`src/rtl/lcd_cfg.svh`:
```
// Register map, field positions, reset values and address windows.
`ifndef LCD_CFG_SVH
`define LCD_CFG_SVH

`define REG_ADDR_W 12
`define OFS_START_LOW 12'h360
`define OFS_START_HIGH 12'h361
`define OFS_PANEL_SIZE 12'h362
`define OFS_MAIN_CTL 12'h363
`define OFS_FRAME_LOW 12'h364
`define OFS_SECOND_CTL 12'h366
`define OFS_CLK_STATUS 12'h367

`define RST_BYTE 8'h00
`define SECOND_CTL_FIXED 3'h7

`define MODE_SEL_BIT 0
`define START_BIT 0
`define FRAME_BIT8_BIT 1
`define DIRECT_RAM_BIT 2
`define WIDTH_LO_BIT 3
`define WIDTH_HI_BIT 4
`define DISPLAY_ON_BIT 7
`define RAM_WIDTH_BIT 2
`define TIMER_SEL_BIT 0
`define BUSY_BIT 1

`define SEQ_BASE_HI 21'h0001fc
`define RND_BASE_HI 6'h0f

`endif

```
`src/rtl/lcd_pkg.sv`:
```
// Types shared by the display controller modules.
package lcd_pkg;
    typedef enum logic [1:0] {
        WIDTH_BYTE,
        WIDTH_NIBBLE,
        WIDTH_BIT,
        WIDTH_RSVD
    } width_mode_t;

    typedef enum {
        XFER_IDLE,
        XFER_REQ,
        XFER_FETCH,
        XFER_WAIT,
        XFER_DRAIN
    } xfer_state_t;
endpackage

```
`src/rtl/fifo_if.sv`:
```
// Handshake bundle between the fetch logic, the FIFO and the shifter.
`timescale 1ns/1ps
interface fifo_if #(parameter int WIDTH = 16);
    logic [WIDTH-1:0] wdata;
    logic wvalid;
    logic wready;
    logic [WIDTH-1:0] rdata;
    logic rvalid;
    logic rready;

    modport fill (output wdata, output wvalid, input wready);
    modport drain (input rdata, input rvalid, output rready);
    modport buffer (input wdata, input wvalid, output wready,
                    output rdata, output rvalid, input rready);
endinterface // fifo_if

```
`src/rtl/lcd_driver_controller.sv`:
```
// Display controller: register file, frame timing, panel streaming, RAM map.
//
// Strobed register access was chosen for this implementation.
`timescale 1ns/1ps
`include "lcd_cfg.svh"

// Notes on behaviour
// Software writes ones to the top three bits of the second control.
// Sequential map: image address raises matching enable; A0 picks data.
// Pairs map to shift, latch, frame, cascade pins; instruction first.
// Image addresses are external area, so read/write strobes fire too.
// Random map: four 64 KB regions enable drivers one to four.
// Direct-RAM select bit picks sequential or random address map.
// Software sets mode, start address and size before start.
// Started, request the bus, read memory, send one panel of data.
// Pins follow each transfer; drop the bus request when done.
// Frame, cascade and latch pulses derive from the LCD source clock.
// Source clock is oscillator or timer 3; select resets to oscillator.
// Each frame gives one cascade pulse and inverts the frame pin.
// Nine-bit frame count: bit 8 in main control, rest in low register.
// Latch period is D source counts; frame is D times frame count.
// Software keeps frame count between common number and the limit.
// Main control: display on, width, direct RAM, count bit 8, start.
// Driver commands are only written through the controller, never read; CPU reads at A0-low map addresses still raise ext_rd_o.
// Start bit clear after reset; bus request idle until started.
module lcd_driver_controller
    import lcd_pkg::*;
#(
    parameter int FIFO_DEPTH = 8,
    parameter int FIFO_WIDTH = 16
) (
    input wire logic clk_i, // System clock, 10 MHz.
    input wire logic resetn_i, // Synchronous reset, active low.
    input wire logic [`REG_ADDR_W-1:0] reg_addr_i, // Register address.
    input wire logic [7:0] reg_wdata_i, // Register write data.
    input wire logic reg_wr_i, // Register write strobe.
    input wire logic reg_rd_i, // Register read strobe.
    output logic [7:0] reg_rdata_o, // Read data, cycle after strobe.
    input wire logic lcd_osc_i, // Low-frequency oscillator level.
    input wire logic timer3_output_i, // Timer 3 output level.
    input wire logic [23:0] cpu_addr_i, // CPU access address.
    input wire logic cpu_rd_i, // CPU read access.
    input wire logic cpu_wr_i, // CPU write access.
    output logic ext_rd_o, // External read strobe, active high.
    output logic ext_wr_o, // External write strobe, active high.
    output logic a0_o, // Instruction (0) or display data (1).
    output logic bus_req_o, // Bus release request to CPU.
    input wire logic bus_ack_i, // Bus granted by CPU.
    output logic [23:0] mem_addr_o, // Source memory address.
    output logic mem_rd_o, // Source memory read pulse.
    input wire logic [15:0] mem_data_i, // Source memory read data.
    input wire logic mem_valid_i, // Read data valid pulse.
    output logic [7:0] lcd_data_o, // Data to column driver.
    output logic shift_clock_pin_o, // Shift clock or enable 1.
    output logic latch_pulse_pin_o, // Latch pulse or enable 2.
    output logic frame_pin_o, // Frame level or enable 3.
    output logic cascade_pin_o, // Cascade pulse or enable 4.
    output logic display_off_pin_o // Low means display off.
);
    fifo_if #(.WIDTH(FIFO_WIDTH)) fq ();

    logic [7:0] start_low_q, start_high_q, panel_size_q;
    logic [7:0] main_ctl_q, frame_low_q, second_ctl_q;
    logic timer_clock_select_q;
    logic [7:0] reg_rdata_q;
    xfer_state_t state_q;
    logic bus_req_q, mem_rd_q;
    logic [23:0] mem_addr_q;
    logic [13:0] reads_left_q, bytes_sent_q;
    logic src_q;
    logic [3:0] half_q;
    logic [8:0] line_q;
    logic latch_lvl_q, cascade_lvl_q, frame_lvl_q;
    logic latch_ev, frame_ev, src_edge, src_now;
    logic sh_busy_q, sh_phase_q, sh_hi_q, sh_clk_q;
    logic [7:0] sh_byte_q, sh_next_q, sh_out_q;
    logic [3:0] sh_units_q;
    logic byte_done;
    logic [3:0] pins_q;
    logic a0_q, ext_rd_q, ext_wr_q;

    wire logic sr_mode = start_low_q[`MODE_SEL_BIT];
    wire logic start = main_ctl_q[`START_BIT];
    wire logic word_mode = second_ctl_q[`RAM_WIDTH_BIT];
    wire width_mode_t wmode = width_mode_t'(
        {main_ctl_q[`WIDTH_HI_BIT], main_ctl_q[`WIDTH_LO_BIT]});
    wire logic [8:0] frame_count = {main_ctl_q[`FRAME_BIT8_BIT],
                                    frame_low_q};

    // Common lines for the size code; reserved codes fall back to 64.
    function automatic logic [8:0] com_lines(input logic [3:0] c);
        case (c)
            4'h1: com_lines = 9'd68;
            4'h2: com_lines = 9'd80;
            4'h3: com_lines = 9'd100;
            4'h4: com_lines = 9'd120;
            4'h5: com_lines = 9'd128;
            4'h6: com_lines = 9'd144;
            4'h7: com_lines = 9'd160;
            4'h8: com_lines = 9'd200;
            4'h9: com_lines = 9'd240;
            default: com_lines = 9'd64;
        endcase
    endfunction

    function automatic logic [8:0] seg_cols(input logic [3:0] c);
        case (c)
            4'h1: seg_cols = 9'd64;
            4'h2: seg_cols = 9'd80;
            4'h3: seg_cols = 9'd120;
            4'h4: seg_cols = 9'd128;
            4'h5: seg_cols = 9'd160;
            4'h6: seg_cols = 9'd240;
            4'h7: seg_cols = 9'd320;
            4'h8: seg_cols = 9'd360;
            default: seg_cols = 9'd32;
        endcase
    endfunction

    // Latch period D counted in half source-clock periods (2 x D).
    function automatic logic [3:0] d_halves(input logic [3:0] c);
        case (c)
            4'h1: d_halves = 4'd12;
            4'h2: d_halves = 4'd10;
            4'h3: d_halves = 4'd8;
            4'h4: d_halves = 4'd7;
            4'h5: d_halves = 4'd6;
            4'h6: d_halves = 4'd5;
            4'h7: d_halves = 4'd5;
            4'h8: d_halves = 4'd4;
            4'h9: d_halves = 4'd3;
            default: d_halves = 4'd13;
        endcase
    endfunction

    function automatic logic [3:0] units_per_byte(input width_mode_t m);
        case (m)
            WIDTH_NIBBLE: units_per_byte = 4'd2;
            WIDTH_BIT: units_per_byte = 4'd8;
            default: units_per_byte = 4'd1;
        endcase
    endfunction

    logic [17:0] panel_pixels;
    logic [13:0] total_bytes, total_reads;
    assign panel_pixels = com_lines(panel_size_q[7:4]) *
                          seg_cols(panel_size_q[3:0]);
    assign total_bytes = panel_pixels[16:3];
    assign total_reads = word_mode ? 14'(({1'b0, total_bytes} + 15'd1) >> 1)
                                   : total_bytes;

    // Register writes. Bits of the second control above the used fields
    // are kept as written; software is expected to write them as ones.
    always_ff @(posedge clk_i) begin
        if (!resetn_i) begin
            start_low_q <= `RST_BYTE;
            start_high_q <= `RST_BYTE;
            panel_size_q <= `RST_BYTE;
            main_ctl_q <= `RST_BYTE;
            frame_low_q <= `RST_BYTE;
            second_ctl_q <= `RST_BYTE;
            timer_clock_select_q <= 1'b0;
        end else if (reg_wr_i) begin
            case (reg_addr_i)
                `OFS_START_LOW: start_low_q <= reg_wdata_i;
                `OFS_START_HIGH: start_high_q <= reg_wdata_i;
                `OFS_PANEL_SIZE: panel_size_q <= reg_wdata_i;
                `OFS_MAIN_CTL: main_ctl_q <= reg_wdata_i;
                `OFS_FRAME_LOW: frame_low_q <= reg_wdata_i;
                `OFS_SECOND_CTL: second_ctl_q <= reg_wdata_i;
                `OFS_CLK_STATUS: begin
                    timer_clock_select_q <= reg_wdata_i[`TIMER_SEL_BIT];
                end
                default: ;
            endcase
        end
    end

    // Register reads, answered in the following cycle.
    always_ff @(posedge clk_i) begin
        if (!resetn_i) begin
            reg_rdata_q <= `RST_BYTE;
        end else if (reg_rd_i) begin
            case (reg_addr_i)
                `OFS_START_LOW: reg_rdata_q <= start_low_q;
                `OFS_START_HIGH: reg_rdata_q <= start_high_q;
                `OFS_PANEL_SIZE: reg_rdata_q <= panel_size_q;
                `OFS_MAIN_CTL: reg_rdata_q <= main_ctl_q;
                `OFS_FRAME_LOW: reg_rdata_q <= frame_low_q;
                `OFS_SECOND_CTL: reg_rdata_q <= second_ctl_q;
                `OFS_CLK_STATUS: reg_rdata_q <= {6'h00, bus_req_q,
                                                 timer_clock_select_q};
                default: reg_rdata_q <= `RST_BYTE;
            endcase
        end else begin
            reg_rdata_q <= `RST_BYTE;
        end
    end

    // Every level change of the chosen source is one half period.
    assign src_now = timer_clock_select_q ? timer3_output_i
                                          : lcd_osc_i;
    assign src_edge = src_now != src_q;
    assign latch_ev = src_edge &&
                      (half_q == d_halves(panel_size_q[7:4]) - 4'd1);
    assign frame_ev = latch_ev &&
                      (line_q + 9'd1 >= frame_count);

    always_ff @(posedge clk_i) begin
        if (!resetn_i) begin
            src_q <= 1'b0;
            half_q <= '0;
            line_q <= '0;
            latch_lvl_q <= 1'b0;
            cascade_lvl_q <= 1'b0;
            frame_lvl_q <= 1'b0;
        end else begin
            src_q <= src_now;
            if (src_edge) begin
                half_q <= latch_ev ? 4'd0 : half_q + 4'd1;
                latch_lvl_q <= latch_ev;
                cascade_lvl_q <= frame_ev;
            end
            if (latch_ev) begin
                line_q <= frame_ev ? 9'd0 : line_q + 9'd1;
            end
            if (frame_ev) begin
                frame_lvl_q <= !frame_lvl_q;
            end
        end
    end

    // Panel fetch: one panel per frame while the start bit and the mode select bit are set.
    always_ff @(posedge clk_i) begin
        if (!resetn_i) begin
            state_q <= XFER_IDLE;
            bus_req_q <= 1'b0;
            mem_rd_q <= 1'b0;
            mem_addr_q <= '0;
            reads_left_q <= '0;
        end else begin
            mem_rd_q <= 1'b0;
            case (state_q)
                XFER_IDLE: begin
                    if (start && sr_mode && frame_ev) begin
                        bus_req_q <= 1'b1;
                        mem_addr_q <= {start_high_q, start_low_q[7:4],
                                       12'h000};
                        reads_left_q <= total_reads;
                        state_q <= XFER_REQ;
                    end
                end
                XFER_REQ: begin
                    if (bus_ack_i) begin
                        state_q <= XFER_FETCH;
                    end
                end
                XFER_FETCH: begin
                    if (reads_left_q == '0) begin
                        state_q <= XFER_DRAIN;
                    end else if (fq.wready) begin
                        mem_rd_q <= 1'b1;
                        state_q <= XFER_WAIT;
                    end
                end
                XFER_WAIT: begin
                    if (mem_valid_i) begin
                        reads_left_q <= reads_left_q - 14'd1;
                        mem_addr_q <= mem_addr_q +
                                      (word_mode ? 24'd2 : 24'd1);
                        state_q <= XFER_FETCH;
                    end
                end
                XFER_DRAIN: begin
                    if (bytes_sent_q == total_bytes) begin
                        bus_req_q <= 1'b0;
                        state_q <= XFER_IDLE;
                    end
                end
                default: state_q <= XFER_IDLE;
            endcase
        end
    end

    assign fq.wdata = FIFO_WIDTH'(mem_data_i);
    assign fq.wvalid = (state_q == XFER_WAIT) && mem_valid_i;
    assign fq.rready = !sh_busy_q;

    lcd_fifo #(
        .WIDTH(FIFO_WIDTH),
        .DEPTH(FIFO_DEPTH)
    ) u_fifo (
        .clk_i(clk_i),
        .resetn_i(resetn_i),
        .port_io(fq)
    );

    // Shifter: each unit is set up with the clock high, taken on its fall.
    assign byte_done = sh_busy_q && sh_phase_q && (sh_units_q == 4'd1);

    always_ff @(posedge clk_i) begin
        if (!resetn_i) begin
            sh_busy_q <= 1'b0;
            sh_phase_q <= 1'b0;
            sh_hi_q <= 1'b0;
            sh_clk_q <= 1'b0;
            sh_byte_q <= '0;
            sh_next_q <= '0;
            sh_out_q <= '0;
            sh_units_q <= '0;
            bytes_sent_q <= '0;
        end else begin
            if (state_q == XFER_IDLE) begin
                bytes_sent_q <= '0;
            end else if (byte_done) begin
                bytes_sent_q <= bytes_sent_q + 14'd1;
            end
            if (!sh_busy_q) begin
                sh_clk_q <= 1'b0;
                if (fq.rvalid) begin
                    sh_busy_q <= 1'b1;
                    sh_phase_q <= 1'b0;
                    sh_byte_q <= fq.rdata[7:0];
                    sh_next_q <= fq.rdata[15:8];
                    sh_hi_q <= word_mode;
                    sh_units_q <= units_per_byte(wmode);
                end
            end else if (!sh_phase_q) begin
                sh_phase_q <= 1'b1;
                sh_clk_q <= 1'b1;
                case (wmode)
                    WIDTH_NIBBLE: sh_out_q <= {4'h0, sh_byte_q[7:4]};
                    WIDTH_BIT: sh_out_q <= {7'h00, sh_byte_q[7]};
                    default: sh_out_q <= sh_byte_q;
                endcase
            end else begin
                sh_phase_q <= 1'b0;
                sh_clk_q <= 1'b0;
                sh_units_q <= sh_units_q - 4'd1;
                sh_byte_q <= (wmode == WIDTH_NIBBLE) ? {sh_byte_q[3:0], 4'h0}
                                                     : {sh_byte_q[6:0], 1'b0};
                if (sh_units_q == 4'd1) begin
                    // An odd final byte leaves the upper half unused.
                    if (sh_hi_q && (bytes_sent_q + 14'd1 != total_bytes)) begin
                        sh_hi_q <= 1'b0;
                        sh_byte_q <= sh_next_q;
                        sh_units_q <= units_per_byte(wmode);
                    end else begin
                        sh_busy_q <= 1'b0;
                    end
                end
            end
        end
    end

    // RAM-driver decode of CPU accesses into enables and strobes.
    logic seq_hit, rnd_hit, ram_hit, ram_acc;
    logic [1:0] drv_idx;
    assign seq_hit = (cpu_addr_i[23:3] == `SEQ_BASE_HI);
    assign rnd_hit = (cpu_addr_i[23:18] == `RND_BASE_HI);
    assign ram_hit = main_ctl_q[`DIRECT_RAM_BIT] ? rnd_hit : seq_hit;
    assign drv_idx = main_ctl_q[`DIRECT_RAM_BIT] ? cpu_addr_i[17:16]
                                                 : cpu_addr_i[2:1];
    assign ram_acc = !sr_mode && ram_hit && (cpu_rd_i || cpu_wr_i);

    always_ff @(posedge clk_i) begin
        if (!resetn_i) begin
            pins_q <= 4'h0;
            a0_q <= 1'b0;
            ext_rd_q <= 1'b0;
            ext_wr_q <= 1'b0;
        end else begin
            ext_rd_q <= ram_acc && cpu_rd_i;
            ext_wr_q <= ram_acc && cpu_wr_i;
            a0_q <= !main_ctl_q[`DIRECT_RAM_BIT] && cpu_addr_i[0];
            if (sr_mode) begin
                pins_q <= {cascade_lvl_q, frame_lvl_q, latch_lvl_q,
                           sh_clk_q};
            end else begin
                pins_q <= ram_acc ? (4'h1 << drv_idx) : 4'h0;
            end
        end
    end

    assign reg_rdata_o = reg_rdata_q;
    assign bus_req_o = bus_req_q;
    assign mem_rd_o = mem_rd_q;
    assign mem_addr_o = mem_addr_q;
    assign lcd_data_o = sh_out_q;
    assign ext_rd_o = ext_rd_q;
    assign ext_wr_o = ext_wr_q;
    assign a0_o = a0_q;
    assign shift_clock_pin_o = pins_q[0];
    assign latch_pulse_pin_o = pins_q[1];
    assign frame_pin_o = pins_q[2];
    assign cascade_pin_o = pins_q[3];
    assign display_off_pin_o = main_ctl_q[`DISPLAY_ON_BIT];
endmodule // lcd_driver_controller

```
`src/rtl/lcd_fifo.sv`:
```
// Synchronous FIFO with valid/ready on both sides.
`timescale 1ns/1ps
module lcd_fifo #(
    parameter int WIDTH = 16,
    parameter int DEPTH = 8
) (
    input wire logic clk_i, // System clock.
    input wire logic resetn_i, // Synchronous reset, active low.
    fifo_if.buffer port_io // Fill and drain sides.
);
    localparam int AW = $clog2(DEPTH);

    logic [WIDTH-1:0] mem_q [DEPTH];
    logic [AW-1:0] wptr_q;
    logic [AW-1:0] rptr_q;
    logic [AW:0] count_q;
    logic push;
    logic pop;

    assign port_io.wready = (count_q != (AW+1)'(DEPTH));
    assign port_io.rvalid = (count_q != '0);
    assign port_io.rdata = mem_q[rptr_q];
    assign push = port_io.wvalid && port_io.wready;
    assign pop = port_io.rvalid && port_io.rready;

    always_ff @(posedge clk_i) begin
        if (push) begin
            mem_q[wptr_q] <= port_io.wdata;
        end
    end

    always_ff @(posedge clk_i) begin
        if (!resetn_i) begin
            wptr_q <= '0;
            rptr_q <= '0;
            count_q <= '0;
        end else begin
            if (push) begin
                wptr_q <= (wptr_q == AW'(DEPTH - 1)) ? '0 : wptr_q + 1'b1;
            end
            if (pop) begin
                rptr_q <= (rptr_q == AW'(DEPTH - 1)) ? '0 : rptr_q + 1'b1;
            end
            if (push && !pop) begin
                count_q <= count_q + 1'b1;
            end else if (pop && !push) begin
                count_q <= count_q - 1'b1;
            end
        end
    end
endmodule // lcd_fifo

```
`config.mk`:
```
export PLATFORM = sky130hd
export DESIGN_NAME = lcd_driver_controller
export DESIGN_NICKNAME = d
export VERILOG_FILES = /design/src/rtl/lcd_pkg.sv /design/src/rtl/fifo_if.sv /design/src/rtl/lcd_driver_controller.sv /design/src/rtl/lcd_fifo.sv
export VERILOG_INCLUDE_DIRS = /design/src /design/src/rtl
export SDC_FILE = /design/constraint.sdc
export NUM_CORES = 1
export LEC_CHECK = 0
export ABC_CLOCK_PERIOD_IN_PS = 12700
export BUFFER_PORTS_ARGS = -buffer_cell sky130_fd_sc_hd__buf_4
export CAP_MARGIN = 5
export CORE_ASPECT_RATIO = 0.6
export CORE_MARGIN = 2
export CORE_UTILIZATION = 65
export DETAILED_ROUTE_END_ITERATION = 16
export PLACE_DENSITY_LB_ADDON = 0.15
export SLEW_MARGIN = 0
export SYNTH_ARGS = -nofsm -noshare
export SYNTH_HDL_FRONTEND = slang
export SYNTH_SLANG_ARGS = --single-unit
```
`constraint.sdc`:
```
create_clock -name clk_i -period 12.7 [get_ports clk_i]
set_clock_uncertainty 0.15 [all_clocks]
set_input_delay 1.27 -clock clk_i [delete_from_list [all_inputs] [get_ports clk_i]]
set_output_delay 1.27 -clock clk_i [all_outputs]
set_load 0.02 [all_outputs]
```
Word-level counts from Yosys, hierarchy flattened
Memory sizes are Yosys's and may differ from the RTL's. A register that Yosys moved wholly into a read port is not among the register bits.
Cells that the tools add are included.
W data, S select, Z words.

storage, ports and cells
  register bits = 209
  RAM bits = 128
  ROM bits = 256
  input port bits = 70
  output and inout bits = 50
  word-level logic and storage cells = 207
  memories kept = 4

memories
  memory            depth  width  rd ports  clocked after Yosys merged registers in  write ports  line                          text
  u_fifo.mem_q      8      16     1         1                                        1            lcd_fifo.sv:13                logic [WIDTH-1:0] mem_q [DEPTH];
  (name not given)  16     6      1         1                                        0            lcd_driver_controller.sv:107  case (c)
  (name not given)  16     6      1         1                                        0            lcd_driver_controller.sv:92   case (c)
  (name not given)  16     4      1         1                                        0            lcd_driver_controller.sv:122  case (c)

operators by class
  $add $sub $neg = 12
  multiply operators = 1
  order comparisons = 1
  equality and inequality tests = 32
  shift-type cells = 1
  muxes and demuxes = 67
  bitwise gates (word level) = 4
  reduce and logical (&&, ||, !) cells = 50

operators by type and width
  operator                 number
  $mux W32                 6
  $pmux W32 S5             1
  $eq A12 B10 Y1 const B   7
  $eq A32 B2 Y1 const B    2
  $eq A32 B3 Y1 const B    2
  $logic_not A32 Y1        2
  $mux W4                  16
  $pmux W8 S7              1
  $mux W24                 2
  $mux W8                  6
  $pmux W24 S2             1
  $mux W14                 3
  $eq A32 B1 Y1 const B    1
  $pmux W14 S2             1
  $add A24 B2 Y24          1
  $reduce_and A2 Y1        12
  $eq A21 B9 Y1 const B    1
  $mux W1                  20
  $logic_and A1 B1 Y1      17
  $mul A9 B9 Y17           1
  $pmux W8 S2              1
  $add A14 B1 Y15 const B  1
  $add A14 B1 Y14 const B  1
  $eq A14 B14 Y1           1
  other kinds (35)         61

Logic depth before layout (Yosys ltp)
  depth after elaboration = 7
  mapped depth = 20
  depth with buffers taken out = 18

By module
Synthesis repeated with hierarchy kept, for this count alone.

second synthesis, totals
  cell total of the unflattened synthesis = 1571
  area, all modules = 16407.0 sq um

modules (own cells, without submodules)
  module                 times used  cells each  area an instance (sq um)
  lcd_driver_controller  1           1311        10812.9
  lcd_fifo               1           260         5594.1

Least setup slack after synthesis
No wires, ideal clock.

  kind = reg-to-reg
  from = reg (tool-made name)
  to = reg sh_byte_q[3]
  library setup time = 74 ps
  arrival = 5024 ps
  data required time = 12476 ps
  setup slack = 7452 ps
  stages on the path, launching flop included = 20
  clock period less this slack = 5248 ps
  cells stage by stage = dfxtp_1 -> and2_1 -> fa_1 -> inv_1 -> fa_1 -> inv_1 -> fa_1 -> ha_1 -> inv_1 -> fa_1 -> or2b_1 -> a21oi_1 -> xor3_1 -> mux2_2 -> mux2i_1 -> o2111ai_4 -> and2_4 -> buf_6 -> or3b_1 -> a31oi_1

RTL lines
  element               line                          text
  end signal, assigned  lcd_driver_controller.sv:323  sh_byte_q <= fq.rdata[7:0];
  end signal, assigned  lcd_driver_controller.sv:340  sh_byte_q <= (wmode == WIDTH_NIBBLE) ? {sh_byte_q[3:0], 4'h0}
  end signal, assigned  lcd_driver_controller.sv:346  sh_byte_q <= sh_next_q;
  end, declared         lcd_driver_controller.sv:76   logic [7:0] sh_byte_q, sh_next_q, sh_out_q;

==> flow_summary.yaml <==
timing:
  rsz0062_at_grt: "no"
  finalMaxSlewViolations: 0
  timing.slew.headroom: 0.2127
  fmax_mhz: 168.5
  fin_crit_ns: 5.936
  hold_violations: 0
  post-route-period-util: 0.4674
  fin_tns_setup_ns: 0
  setup-violations-final: 0
  tightest_slew_ns: 1.177
power:
  p_per_area_nw_per_um2: 142.8
  p_sw_frac: 0.2778
  p_clk_frac: 0.358
  combPwrFrac: 0.170
  peakVddDrop_mv: 0.1275
  p_leak_nw: 6.635
  p_switching_mw: 0.7237
  sequentialPowerShare: 0.472
  internal-power_mw: 1.881
final_layout:
  fin_util: 0.7530
  final_nets: 1818
  drive_gt1_frac: 0.1491
  synthToLayoutAreaGrowth_pct: 13.49
logic_synthesis:
  yosys.cell_types.count: 79
  synthAdderAreaFrac: 0.07271
  synth_async_sr_flop_share: 0
  synth_cells: 1582
  yosys.area_share.xor_xnor: 0.03838
  synth_top_family_by_area: "simple AND/OR/NAND/NOR gates"
  synth-edff-count: 128
  synth_warnings: 0
  synthMostInstantiatedCell: "dfxtp_1"
  synth_largest_area_cell: "dfxtp_1"
  synth.avg_cell_area_sq_um: 10.16
  syn_area_sq_um: 16070
  synth_ff_type: "dfxtp_1"
  ys_seq_area_frac: 0.4870
  synth_compound_area_frac: 0.1217
  synth_nets: 1734
  synth_mux_area_frac: 0.08073
  synth-simple-area-share: 0.1650
  synth.area.top_cells: "dfxtp_1 (25%), edfxtp_1 (24%), ha_1 (4.9%), mux4_2 (4.5%), a21oi_1 (4.1%)"
  netlist.area_leader.share: 0.2479
  ys_ff_latch: 327
  synth_commonest_cells: "dfxtp_1 (199), nand2_1 (168), nor2_1 (157)"
clock_tree:
  numCtsBuffers: 30
  cts_resized: 0
  clock_tree.htree_level_count: 1
  ctsHoldBuffers: 0
  clk_path_buf_depth: 3
  path_clk_slew_ns: 0.07
  post_cts_buffers: 0
  clock_latency_ns: 0.57
  cts-root-buf: "clkbuf_16"
  cts_tree: "built"
  cts_sinks: 327
detailed_routing:
  viasPerCell: 6.394
  vias: 12870
  drt_iter0_drc: 1632
  drc: 0
  wirelength_microns: 41470
  drtPass1Iterations: 6
  postRouteAntennaNets: 0
  wire_per_inst_microns: 20.60
setup_path:
  critPathArrivalTime_ns: 6.23
  required_ns: 13.00
  crit_slowest_cell: "fa_1"
  cp-end-kind: "flip-flop"
  path_max_fanout: 8
  crit_top_cell: "fa_1"
  start_kind: "flip-flop"
  critPathKind: "reg2reg"
  regToRegSetupSlack_ns: 6.76
  crit_chain: "nand2_1, fa_1, fa_1, inv_1, fa_1, ha_1, inv_1, fa_1, or2b_1, a21oi_1, xor3_1, mux2_2, mux2i_1, o2111ai_4, a21oi_1, nor2_1, o31a_1"
  slowest_delay_ns: 0.56
hold_path:
  min_from: "main_ctl_q[5]$_SDFFE_PN0P_"
  hold_class: "reg2reg"
grt:
  grt-ovfl-total: 0
  grt_pass1_vias: 11700
  antenna_found_initial: 0
  grt_max_degree: 101
  track_usage: 0.3121
  grt_pass1_wl_microns: 64900
place:
  dpl.hpwl_microns: 28770
  port_buffers: 119
  gp_congestion: 0.9562
run:
  maxCapViolations: 0
die:
  die_w_microns: 207
  io-pin-count: 120
  die_area_sq_um: 26040
  start_util: 0.6635
  design.core.area_sq_um: 24220
  rows: 44
  fp.dieH_microns: 125.8
outcome:
  status: "finished clean"
[per-layer routing]
metal,up-vias,global-route usage,wire length (microns)
met5,-,0,0
met4,0,0.04790,582
met3,64,0.07756,5022
met2,746,0.4269,16810
met1,6176,0.5050,19060
li1,5886,-,-
[layout by cell type, fill, tap and decap left out, types with 12 or more instances in the layout]
cell       netlist  routed
ha_1            63      63
nand3_1         66      66
dfxtp_1        199     197
clkbuf_16        0      31
mux2i_1         52      52
o21ai_0         64      63
edfxtp_1       128     128
buf_4            1     138
xor2_1          23      23
fa_1            19      19
nor2_1         157     157
a21oi_1        132     132
o22ai_1         12      12
nand2_1        168     168
nand4_1         18      18
nor3_1          37      34
inv_1           56      55
xnor2_1         37      37
a22oi_1         18      18
a211oi_1        15      15
and2_1          30      30
mux4_2          32      32
[power by group through the flow]
| stage | Combinational, mW | Sequential [mW] | Clock (mW) |
|---|---|---|---|
| 2_1_floorplan | 0.332 | 1.21 | 0 |
| 3_3_place_gp | 0.418 | 1.25 | 0 |
| 3_5_place_dp | 0.431 | 1.25 | 0 |
| 4_1_cts | 0.439 | 1.23 | 0.934 |
| 5_1_grt | 0.487 | 1.24 | 0.980 |
| 6_report | 0.444 | 1.23 | 0.932 |
[per-stage QoR]
step	power, mW	hold slack (ns)	worst slack [ns]	area [sq um]	instances
floorplan	1.539	0.2857	7.452	16070	1582
global placement	1.664	0.2908	7.180	17230	1956
detailed placement	1.679	0.3014	6.966	17230	1956
CTS	2.599	0.3096	6.814	18240	2012
global route	2.703	0.3321	6.446	18240	2012
finish	2.605	0.3091	6.764	18240	2013
[sequential cells by signal, indices dropped and copies added, names as in the netlist, 8 cells and up, named ones only]
register      cells
line_q            9
reg_rdata_o       8
second_ctl_q      8
lcd_data_o        8
start_high_q      8
frame_low_q       8
start_low_q       8
u_fifo.mem_q    128
reads_left_q     14
sh_next_q         8
main_ctl_q        8
mem_addr_o       24
sh_byte_q         8
bytes_sent_q     14
panel_size_q      8
[path summary, 6_finish.rpt]
kind,depth (start not counted),to
worst max-delay path,17,sh_units_q[0]$_SDFFE_PN0P_
worst min-delay path,2,main_ctl_q[5]$_SDFFE_PN0P_
worst max register to register,17,sh_units_q[0]$_SDFFE_PN0P_
worst min register to register,2,main_ctl_q[5]$_SDFFE_PN0P_
[kinds of logic after synthesis]
| kind of cell | Yosys count |
|---|---|
| XOR/XNOR | 64 |
| AO/OA/AOI/OAI | 316 |
| adder cells (fa/ha/maj) | 82 |
| flip-flops | 327 |
| AND/OR/NAND/NOR | 562 |
| buffers and inverters | 142 |
| multiplexers | 89 |
[worst max-delay path: cells and delay by family (launching register included)]
kind	cells	cell delay, ns
compound gates	4	1.32
xor+xnor	1	0.32
fa+ha+maj	5	2.37
buf+inv	2	0.12
flops	1	0.44
mux	2	0.57
simple gates	3	0.53
[layout make-up]
class | count | area [sq um]
sequential | 327 | 7830
multi-input combinational | 1113 | 7745
fill | 1654 | 5983
timing repair buffer | 138 | 1036
clock buffer | 33 | 793.3
tap | 322 | 402.9
clock inverter | 23 | 217.7
inverter | 56 | 212.7
antenna | 1 | 2.502
Power figures use the tool's default switching activity.
